**src/ipc_pkg.sv**
```systemverilog
// Constants and types shared by the input bus pattern and parity checker
package ipc_pkg;

  // ****************************************
  // Register map (byte addresses)
  // ****************************************
  localparam logic [7:0] IPC_CTRL_OFS = 8'h00;
  localparam logic [7:0] IPC_RESULT_OFS = 8'h04;
  localparam logic [7:0] IPC_ALARM_OFS = 8'h08;
  localparam logic [7:0] IPC_KEY0_OFS = 8'h10;
  localparam int IPC_KEY_WORDS = 8;
  localparam int IPC_AW = 8;

  // ****************************************
  // Control fields
  // ****************************************
  localparam int IPC_CTRL_TEST_BIT = 0;
  localparam int IPC_CTRL_WPAR_BIT = 1;
  localparam int IPC_CTRL_FPAR_BIT = 2;
  localparam int IPC_CTRL_ODD_BIT = 3;
  localparam int IPC_CTRL_SYNCSEL_BIT = 4;
  localparam int IPC_CTRL_TXEN_BIT = 5;
  localparam int IPC_CTRL_W = 6;
  localparam logic [5:0] IPC_CTRL_RST = 6'h00;

  // ****************************************
  // Alarm fields
  // ****************************************
  localparam int IPC_ALM_IOTEST_BIT = 0;
  localparam int IPC_ALM_RPAR_BIT = 1;
  localparam int IPC_ALM_FPAR_BIT = 2;
  localparam int IPC_ALM_FRAME_BIT = 3;
  localparam int IPC_ALM_W = 4;
  localparam logic [3:0] IPC_ALM_RST = 4'h0;

  // ****************************************
  // Data and reset values
  // ****************************************
  localparam int IPC_DW = 16;
  localparam logic [15:0] IPC_KEY0_RST = 16'h7A7A;
  localparam logic [15:0] IPC_KEY_RST = 16'h0000;
  localparam logic [15:0] IPC_RESULT_RST = 16'h0000;

  // Input pins of the LVDS link, all from outside the mclk domain
  typedef struct packed {
    logic dclk;
    logic frame;
    logic sync;
    logic parity_lane;
    logic [15:0] data;
  } ipc_link_t;

endpackage : ipc_pkg

```
**src/ipc_src.sv**
```systemverilog
// Source model of the LVDS input bus
`timescale 1ns/1ns
`default_nettype none
module ipc_src (
  input wire logic mclk_i,
  input wire logic nrst_i,
  input wire logic run_i,
  input wire logic sync_sel_i,
  input wire logic blk_i,
  input wire logic blk_bad_i,
  input wire logic par_odd_i,
  input wire logic [1:0] par_bad_i,
  input wire logic [15:0] flip_i,
  input wire logic [127:0] key_i,
  output var ipc_pkg::ipc_link_t link_o,
  output logic wrap_o
);
  import ipc_pkg::*;
  logic [2:0] cnt_r;
  logic [1:0] half_r;
  logic [2:0] idx_r;
  logic first_r;
  logic cur_r;
  logic done_r;
  logic [15:0] w;
  logic [2:0] lim;
  // Halves of 6,6,6,7 cycles average a 125 ns data clock
  assign lim = (half_r == 2'h3) ? 3'h6 : 3'h5;
  assign w = key_i[{idx_r, 4'h0} +: 16] ^ flip_i;
  // ****
  // Words, parity lane and strobes
  // ****
  always_ff @(posedge mclk_i or negedge nrst_i) begin
    if (!nrst_i) begin
      link_o <= '0;
      cnt_r <= 3'h0;
      half_r <= 2'h0;
      idx_r <= 3'h0;
      first_r <= 1'h1;
      cur_r <= 1'h0;
      done_r <= 1'h0;
      wrap_o <= 1'h0;
    end else if (!run_i) begin
      // Clock stands still, released lanes keep toggling
      link_o <= {3'h0, ~link_o.parity_lane, ~link_o.data};
      cnt_r <= 3'h0;
      half_r <= 2'h0;
      idx_r <= 3'h0;
      first_r <= 1'h1;
      wrap_o <= 1'h0;
    end else begin
      wrap_o <= 1'h0;
      cnt_r <= (cnt_r == lim) ? 3'h0 : cnt_r + 3'h1;
      if (cnt_r == lim) begin
        link_o.dclk <= ~link_o.dclk;
        half_r <= half_r + 2'h1;
      end
      // Words change mid-half so they are stable around each edge
      if (cnt_r == 3'h2) begin
        link_o.data <= w;
        link_o.parity_lane <= ^w ^ par_odd_i ^ par_bad_i[link_o.dclk];
        idx_r <= idx_r + 3'h1;
        wrap_o <= (idx_r == 3'h7);
        first_r <= first_r & (idx_r != 3'h7);
        cur_r <= (idx_r == 3'h0) ? ^w : cur_r ^ (^w);
        done_r <= (idx_r == 3'h0) ? cur_r : done_r;
        if (blk_i) begin
          // Eight-word blocks stay aligned with the sequence frames
          link_o.frame <= (idx_r == 3'h0) | ((idx_r == 3'h1) & (done_r ^ blk_bad_i));
          link_o.sync <= 1'h0;
        end else begin
          // The other strobe rises mid-sequence as a decoy
          link_o.frame <= first_r & (idx_r == (sync_sel_i ? 3'h4 : 3'h0));
          link_o.sync <= first_r & (idx_r == (sync_sel_i ? 3'h0 : 3'h4));
        end
      end
    end
  end
endmodule : ipc_src
`default_nettype wire

```
**config.mk**
```make
export PLATFORM = sky130hd
export DESIGN_NAME = ipc_src
export DESIGN_NICKNAME = d
export VERILOG_FILES = /design/src/ipc_pkg.sv /design/src/ipc_src.sv
export SDC_FILE = /design/constraint.sdc
export NUM_CORES = 1
export LEC_CHECK = 0
export ABC_AREA = 1
export BUFFER_PORTS_ARGS = -buffer_cell sky130_fd_sc_hd__clkbuf_2
export CAP_MARGIN = 10
export CORE_ASPECT_RATIO = 1.5
export CORE_UTILIZATION = 30
export CTS_CLUSTER_DIAMETER = 30
export DETAILED_ROUTE_END_ITERATION = 10
export GPL_ROUTABILITY_DRIVEN = 0
export SLEW_MARGIN = 0
export SYNTH_ARGS = -nofsm -noshare
export SYNTH_HDL_FRONTEND = slang
export SYNTH_SLANG_ARGS = --single-unit
```
**constraint.sdc**
```tcl
create_clock -name mclk_i -period 4.4 [get_ports mclk_i]
set_input_delay 0.44 -clock mclk_i [delete_from_list [all_inputs] [get_ports mclk_i]]
set_output_delay 0.44 -clock mclk_i [all_outputs]
set_load 0.03 [all_outputs]
```
After elaboration in Yosys (flattened, before gate mapping):

Cells that the tools add are included.

* output and inout port bits: 21
* register bits: 32
* word-level logic and storage cells: 64

* add/sub/neg operators: 3
* bitwise logic cells: 13
* order comparisons: 1
* reductions and logical operators: 4
* multiplexer cells: 20
* equality and inequality tests: 10
* shift-type cells: 1

Operator list (count)
* 128-bit by 8-bit variable part select with 16-bit output: 1
* 20-bit two-way mux: 1
* 19-bit two-way mux: 1
* 3-bit two-way mux: 6
* 16-bit inverter: 1
* 16-bit XOR reduction: 1
* 16-bit bitwise XOR: 1
* 3-bit equality test: 3
* 1-bit two-way mux: 8
* 2-bit two-way mux: 4
* 3-bit by 1-bit adder with 3-bit output (second input constant): 2
* 1-bit AND: 4
* 2-bit by 1-bit != test with 1-bit output (second input constant): 2
* 1-bit bitwise XOR: 4
* 3-bit by 1-bit equality test with 1-bit output (second input constant): 1
* 3-bit by 2-bit equality test with 1-bit output (second input constant): 1
* 3-bit equality test (second input constant): 1
* 3-bit logical NOT: 1
* 3-bit != test (second input constant): 1
* 3-bit AND reduction: 1
* 2-bit by 1-bit adder with 2-bit output (second input constant): 1
* 2-bit equality test (second input constant): 1
* 1-bit by 2-bit less-than comparator with 1-bit output (second input constant): 1
* 1-bit inverter: 2
* 2 further kinds: 2

Longest topological paths before layout:

Gate-level depths: netlist (run 1).

* depth in word-level cells: 7
* mapped depth: 23
* depth with buffers taken out: 21

Least setup slack after synthesis (run 1):

OpenSTA, ideal clock, no wires.

* kind: register -> register
* start: reg idx_r[0]
* end: reg cur_r
* arrival time: 1.881 ns
* period minus slack after synthesis: 1.994 ns
* setup slack: 2.406 ns
* cell stages (with the launch flop): 21
* buffers on the path: 2
* data required time: 4.287 ns
* path through: dfrtp_1 -> buf_4 -> buf_6 -> nor2_1 -> nor2_1 -> o21ai_1 -> nand3_1 -> nand2_1 -> nand2_1 -> nand2_1 -> nand2_1 -> nand2_1 -> nand2_1 -> nand2_1 -> nand2_1 -> nand2_1 -> nand2_1 -> nand2_1 -> nand3b_1 -> nand2_1 -> inv_1

* word-level cells in the longest chain between the ends: 5

Ends and longest elaborated chain
* start: declaration: RTL line ipc_src.sv:21 `logic [2:0] idx_r;`
* start signal: assignment: RTL line ipc_src.sv:62 `idx_r <= idx_r + 3'h1;`
* 128-bit by 8-bit variable part select with 16-bit output: RTL line ipc_src.sv:29 `assign w = key_i[{idx_r, 4'h0} +: 16] ^ flip_i;`
* 16-bit bitwise XOR: RTL line ipc_src.sv:29
* 16-bit XOR reduction: RTL line ipc_src.sv:65 `cur_r <= (idx_r == 3'h0) ? ^w : cur_r ^ (^w);`
* 1-bit bitwise XOR: RTL line ipc_src.sv:65
* 1-bit two-way mux (*): RTL line ipc_src.sv:65
* end signal: assignment: RTL line ipc_src.sv:65
* end: declaration: RTL line ipc_src.sv:23 `logic cur_r;`

Every way passes the cells marked *; elsewhere a longest branch is shown, timed or not.
A chain may end at the register's enable or synchronous reset.

Worst setup path after layout (run 1):

Ends and elaborated chain as after synthesis.

==> impl_metrics.py, run 1 <==
metrics = {
    "job": {
        "cap_violations": 0,
    },
    "cells_and_area": {
        "design_area_sq_um": 4640,
        "seq_area_sq_um": 803,
        "multi_input_area_sq_um": 2300,
        "diodes": 0,
        "layout_commonest_cell": "nand2_1",
        "fin_util": 0.398,
        "area_delta_synth_final_pct": 28.0,
        "drive_gt1_frac": 0.235,
        "layout_common_cells": "nand2_1, clkbuf_2, nand3_1",
        "nNetsFinal": 972,
        "fillCellCount": 1341,
    },
    "sta": {
        "tns_ns": 0,
        "period_minus_slack_ns": 2.76,
        "slew_headroom": 0.298,
        "drv_slew": 0,
        "final_hold_viol_count": 0,
        "worst_pin_slew_ns": 1.05,
        "max_freq_ghz": 0.362,
        "finalSetupViolations": 0,
        "rsz0062_at_grt": "false",
        "skew_ns": 0.00443,
        "period_share": 0.628,
    },
    "clocking": {
        "hold_buffers": 0,
        "cts_tree": "yes",
        "clock_path_buffers": 2,
        "clk_pin_slew_ns": 0.05,
        "cts_resized": 0,
        "worstSkewPairLatency_ns": 0.28,
        "cts.sinks": 32,
        "htree_levels": 2,
        "root_buffer": "clkbuf_16",
        "postCtsSetupBuffers": 0,
        "numCtsBuffers": 5,
    },
    "worst_setup_path": {
        "required_ns": 4.58,
        "crit_arrival_ns": 2.94,
        "critPathMaxFanout": 65,
        "crit_path_start_kind": "flop",
        "crit_path_end_kind": "flop",
        "path_class": "flop to flop",
    },
    "pwr": {
        "p_seq_frac": 0.292,
        "pwr-share-comb": 0.448,
        "leakage_nw": 2.91,
        "powerDensity_nw_per_um2": 291,
        "p_sw_mw": 0.562,
        "p_int_mw": 0.788,
        "power_mw": 1.35,
        "pwr-share-clk": 0.260,
        "p_sw_frac": 0.416,
        "ir_worst_vdd_mv": 0.244,
    },
    "routing": {
        "vias": 4444,
        "drtIter0Drc": 192,
        "drt_first_pass_iters": 4,
        "drt-vias-per-instance": 4.61,
        "wire_per_inst_microns": 12.4,
        "ant_nets": 0,
        "wirelength_microns": 12000,
        "route.detailed.drc": 0,
    },
    "global_route": {
        "overflow": 0,
        "first_global_vias": 4072,
        "grt_antenna_before_repair": 0,
        "grt_pass1_wl_microns": 18900,
        "grt_usage": 0.189,
        "grt_max_degree": 69,
    },
    "yosys": {
        "synthArstFlopShare": 1.00,
        "yosysWarnings": 0,
        "synth_top_cells_by_area": "nand2_1, dfrtp_1, nand3_1, inv_1, nor2_1",
        "synth_seq_cells": 32,
        "synthFlopType": "dfrtp_1",
        "synth-seq-area-share": 0.221,
        "synth_nets": 819,
        "yosysTopAreaCellShare": 0.329,
        "syn_inst": 659,
        "synth_edf_count": 0,
        "synth_area_per_cell_sq_um": 5.50,
        "synth_top_cell_by_area": "nand2_1",
        "yosysUniqueCellTypes": 27,
        "syn_area_sq_um": 3620,
    },
    "min_path": {
        "hold_path.class": "input port to asynchronous set/reset pin",
    },
    "die": {
        "core_sq_um": 11700,
        "rows": 48,
        "die-area_sq_um": 12500,
        "die_y_microns": 137,
        "num_io_pins": 174,
        "initial_core_util": 0.311,
        "die_x_microns": 91.8,
    },
    "placed_design": {
        "dpl.hpwl_microns": 9230,
        "place_area_sq_um": 4490,
        "portBuffers": 173,
    },
    "status": {
        "outcome": "complete, no violations",
    },
}
## path summary, 6_finish.rpt
check                                  startpoint  slack, ns  cells past startpoint                      to
setup / recovery             idx_r[0]$_DFFE_PN0P_       1.64                     20       cur_r$_DFFE_PN0P_
hold / removal                             nrst_i       0.26                      1   link_o[0]$_DFFE_PN0P_
setup reg to reg             idx_r[0]$_DFFE_PN0P_       1.64                     20       cur_r$_DFFE_PN0P_
hold reg to reg            link_o[18]$_DFFE_PN0P_       0.51                      2  link_o[18]$_DFFE_PN0P_
max in group asynchronous                  nrst_i       3.56                      1    idx_r[0]$_DFFE_PN0P_
min in group mclk_i        link_o[18]$_DFFE_PN0P_       0.51                      2  link_o[18]$_DFFE_PN0P_
## cells by family after synthesis
family / count (synthesis) / share of synthesized area
adders and majority gates: 7 / 0.0242
AOI/OAI and AO/OA: 39 / 0.0725
DFF: 32 / 0.221
xor gates and xnor gates: 6 / 0.0145
and+or+nand+nor: 461 / 0.521
muxes: 1 / 0.00311
buffers and inverters: 113 / 0.144
## synthesized netlist by cell type (all sizes together) (2+ instances only)
cell type  number
ha              7
nand3b          4
inv            82
o221ai         16
o21ai          20
clkbuf          6
nand3          99
xor2            4
nand2         318
buf            24
dfrtp          31
nor2           38
xnor2           2
## metrics by stage
stage | cells | hold slack, ns | setup slack (ns)
after floorplan | 659 | 0.144 | 2.41
after global placement | 955 | 0.499 | 1.60
after detailed placement | 955 | 0.477 | 1.65
after CTS | 963 | 0.282 | 1.64
after global routing | 963 | 0.338 | 1.26
final | 963 | 0.257 | 1.64
## power by group through the flow
stage | logic [mW] | registers (mW) | clock network [mW]
5_1_grt | 0.685 | 0.400 | 0.369
3_3_place_gp | 0.606 | 0.399 | 0
4_1_cts | 0.610 | 0.395 | 0.359
6_report | 0.605 | 0.394 | 0.351
3_5_place_dp | 0.607 | 0.399 | 0
2_1_floorplan | 0.355 | 0.465 | 0
## sequential cells by signal, summed over array words and instances (netlist names)
register and cells:
cnt_r 3, half_r 2, cur_r 1, done_r 1
wrap_o 1, idx_r 3, first_r 1, link_o 20
## routing by layer
layer,global-route usage,share of wire
met1,0.225,0.43
met2,0.353,0.50
met3,0.0267,0.058
met4,0.0503,0.015
met5,0,0
## worst max-delay path: stages, from the launching register on
cell and delay [ns]:
dfrtp_2 0.40, inv_2 0.72, nand2_1 0.10, nand2_1 0.11, nand2_1 0.05, nand3_1 0.16
nand2_1 0.10, nand2_1 0.06, nand2_1 0.09, nand2_1 0.08, nand2_1 0.04, nand2_1 0.05
nand2_1 0.10, inv_1 0.09, nand2_1 0.05, nand2_1 0.06, nand2_1 0.07, nand2_1 0.10
nand3b_1 0.08, nand2_1 0.09, inv_1 0.04
## area by class of cell
type,instances,area share
inverter,83,0.0672
clock buffer,8,0.0316
tap,150,0.0405
multi-input combinational,514,0.496
timing repair buffer,176,0.191
sequential,32,0.173
(Power assumes the default switching activity.)
==> run 2, diff against run 1 <==
==> constraint.sdc (replaced) <==
create_clock -name mclk_i -period 2.5 [get_ports mclk_i]
set_input_delay 0.25 -clock mclk_i [delete_from_list [all_inputs] [get_ports mclk_i]]
set_output_delay 0.25 -clock mclk_i [all_outputs]
set_load 0.03 [all_outputs]
==> impl_metrics.py, run 2 (synthesis results as in run 1) <==
metrics = {
    "global_route": {
        "first_global_vias": 4187,
        "grt_max_degree": 55,
        "grt_usage": 0.190,
        "grt_pass1_wl_microns": 19200,
        "overflow": 0,
        "grt_antenna_before_repair": 0,
    },
    "clocking": {
        "clk_pin_slew_ns": 0.05,
        "cts_tree": "yes",
        "numCtsBuffers": 5,
        "clock_path_buffers": 2,
        "worstSkewPairLatency_ns": 0.28,
        "hold_buffers": 0,
        "cts.sinks": 32,
        "htree_levels": 2,
        "root_buffer": "clkbuf_16",
    },
    "worst_setup_path": {
        "crit_arrival_ns": 2.44,
        "reg2regPathDepth": 19,
        "path_class": "flop to flop",
        "crit_path_start_kind": "flop",
        "crit_path_end_kind": "flop",
        "critPathMaxFanout": 9,
        "required_ns": 2.67,
        "timing.critical_path.from": "idx_r[0]$_DFFE_PN0P_",
        "r2r_start": "idx_r[0]$_DFFE_PN0P_",
    },
    "sta": {
        "holdWs_ns": 0.0536,
        "slew_headroom": 0.472,
        "tns_ns": 0,
        "skew_ns": 0.00589,
        "period_share": 0.908,
        "finalSetupViolations": 0,
        "drv_slew": 0,
        "final_hold_viol_count": 0,
        "max_freq_ghz": 0.441,
        "period_minus_slack_ns": 2.27,
        "worst_pin_slew_ns": 0.793,
        "rsz0062_at_grt": "false",
    },
    "die": {
        "num_io_pins": 174,
        "die_y_microns": 137,
        "core_sq_um": 11700,
        "die-area_sq_um": 12500,
        "die_x_microns": 91.8,
        "rows": 48,
        "initial_core_util": 0.311,
    },
    "cells_and_area": {
        "largestRegisters": "link_o x20, cnt_r x3, idx_r x3",
        "layout_common_cells": "nand2_1, clkbuf_2, nand3_1",
        "top_register": "link_o",
        "nNetsFinal": 989,
        "drive_gt1_frac": 0.275,
        "design_area_sq_um": 4950,
        "layout_commonest_cell": "nand2_1",
        "diodes": 0,
        "largest_reg_flops": 20,
        "fin_cells": 980,
        "area_delta_synth_final_pct": 36.6,
    },
    "status": {
        "outcome": "complete, no violations",
    },
    "routing": {
        "wirelength_microns": 12500,
        "vias": 4581,
        "drtIter0Drc": 225,
        "route.detailed.drc": 0,
        "ant_nets": 0,
        "drt-vias-per-instance": 4.67,
        "wire_per_inst_microns": 12.8,
        "drt_first_pass_iters": 4,
    },
    "placed_design": {
        "dpl.hpwl_microns": 9390,
        "dp.cells": 964,
        "place_area_sq_um": 4610,
        "portBuffers": 173,
    },
    "pwr": {
        "leakage_nw": 3.05,
        "power_mw": 2.48,
        "ir_worst_vdd_mv": 0.412,
        "powerDensity_nw_per_um2": 500,
    },
    "job": {
        "cap_violations": 0,
    },
    "min_path": {
        "hold_path.class": "input port to asynchronous set/reset pin",
    },
}
==> run 2: final cells by class <==
type / count / area [sq um]
multi-input cells: 514 / 2360
repair buffers: 193 / 1130
inverters: 83 / 319
clock buffers: 8 / 146
fillers: 1329 / 6700
flip-flops and latches: 32 / 803
well taps: 150 / 188
==> run 2: power by group <==
part / leakage (nW) / internal, mW / switching (mW)
Sequential: 0.403 / 0.612 / 0.0875
Combinational: 2.58 / 0.450 / 0.721
Clock: 0.0712 / 0.396 / 0.210
Total: 3.05 / 1.46 / 1.02
==> run 2: final timing paths <==
path / end / slack (ns)
setup reg to reg: cur_r$_DFFE_PN0P_ / 0.23
hold reg to reg: first_r$_DFFE_PN1P_ / 0.51
max in group asynchronous: idx_r[0]$_DFFE_PN0P_ / 1.90
setup / recovery: cur_r$_DFFE_PN0P_ / 0.23
min in group mclk_i: link_o[18]$_DFFE_PN0P_ / 0.32
hold / removal: link_o[0]$_DFFE_PN0P_ / 0.05
==> run 2: metrics by stage <==
stage	setup WS, ns	utilization
after global routing	0.000124	0.425
after detailed placement	0.219	0.396
final	0.231	0.425
after floorplan	0.506	-
after CTS	0.215	0.408
after global placement	0.262	0.396
==> run 2: layer usage <==
metal | GRT usage | share of wire | wire length [microns] | vias to the layer above
li1 | - | - | - | 2401
met3 | 0.0222 | 0.053 | 667 | 17
met5 | 0 | 0 | 0 | -
met1 | 0.228 | 0.42 | 5230 | 2027
met4 | 0.0625 | 0.019 | 244 | 0
met2 | 0.348 | 0.51 | 6390 | 136
==> run 2: critical path, stage by stage (launching register included) <==
cell,delay [ns]
dfrtp_2,0.49
inv_8,0.09
buf_4,0.15
buf_6,0.13
o21ai_1,0.17
nand3_2,0.13
nand2_2,0.10
nand2_1,0.05
nand2_1,0.09
nand2_1,0.06
nand2_1,0.10
nand2_1,0.06
nand2_1,0.09
nand2_1,0.06
nand2_1,0.06
nand2_1,0.07
nand2_2,0.09
nand3b_1,0.07
nand2_1,0.07
inv_1,0.03
==> run 2: what timing repair did <==
item,4_1_cts,5_1_grt
setup buffers,0,2
endpoints found under the setup margin,0,2
gates resized for setup,0,25
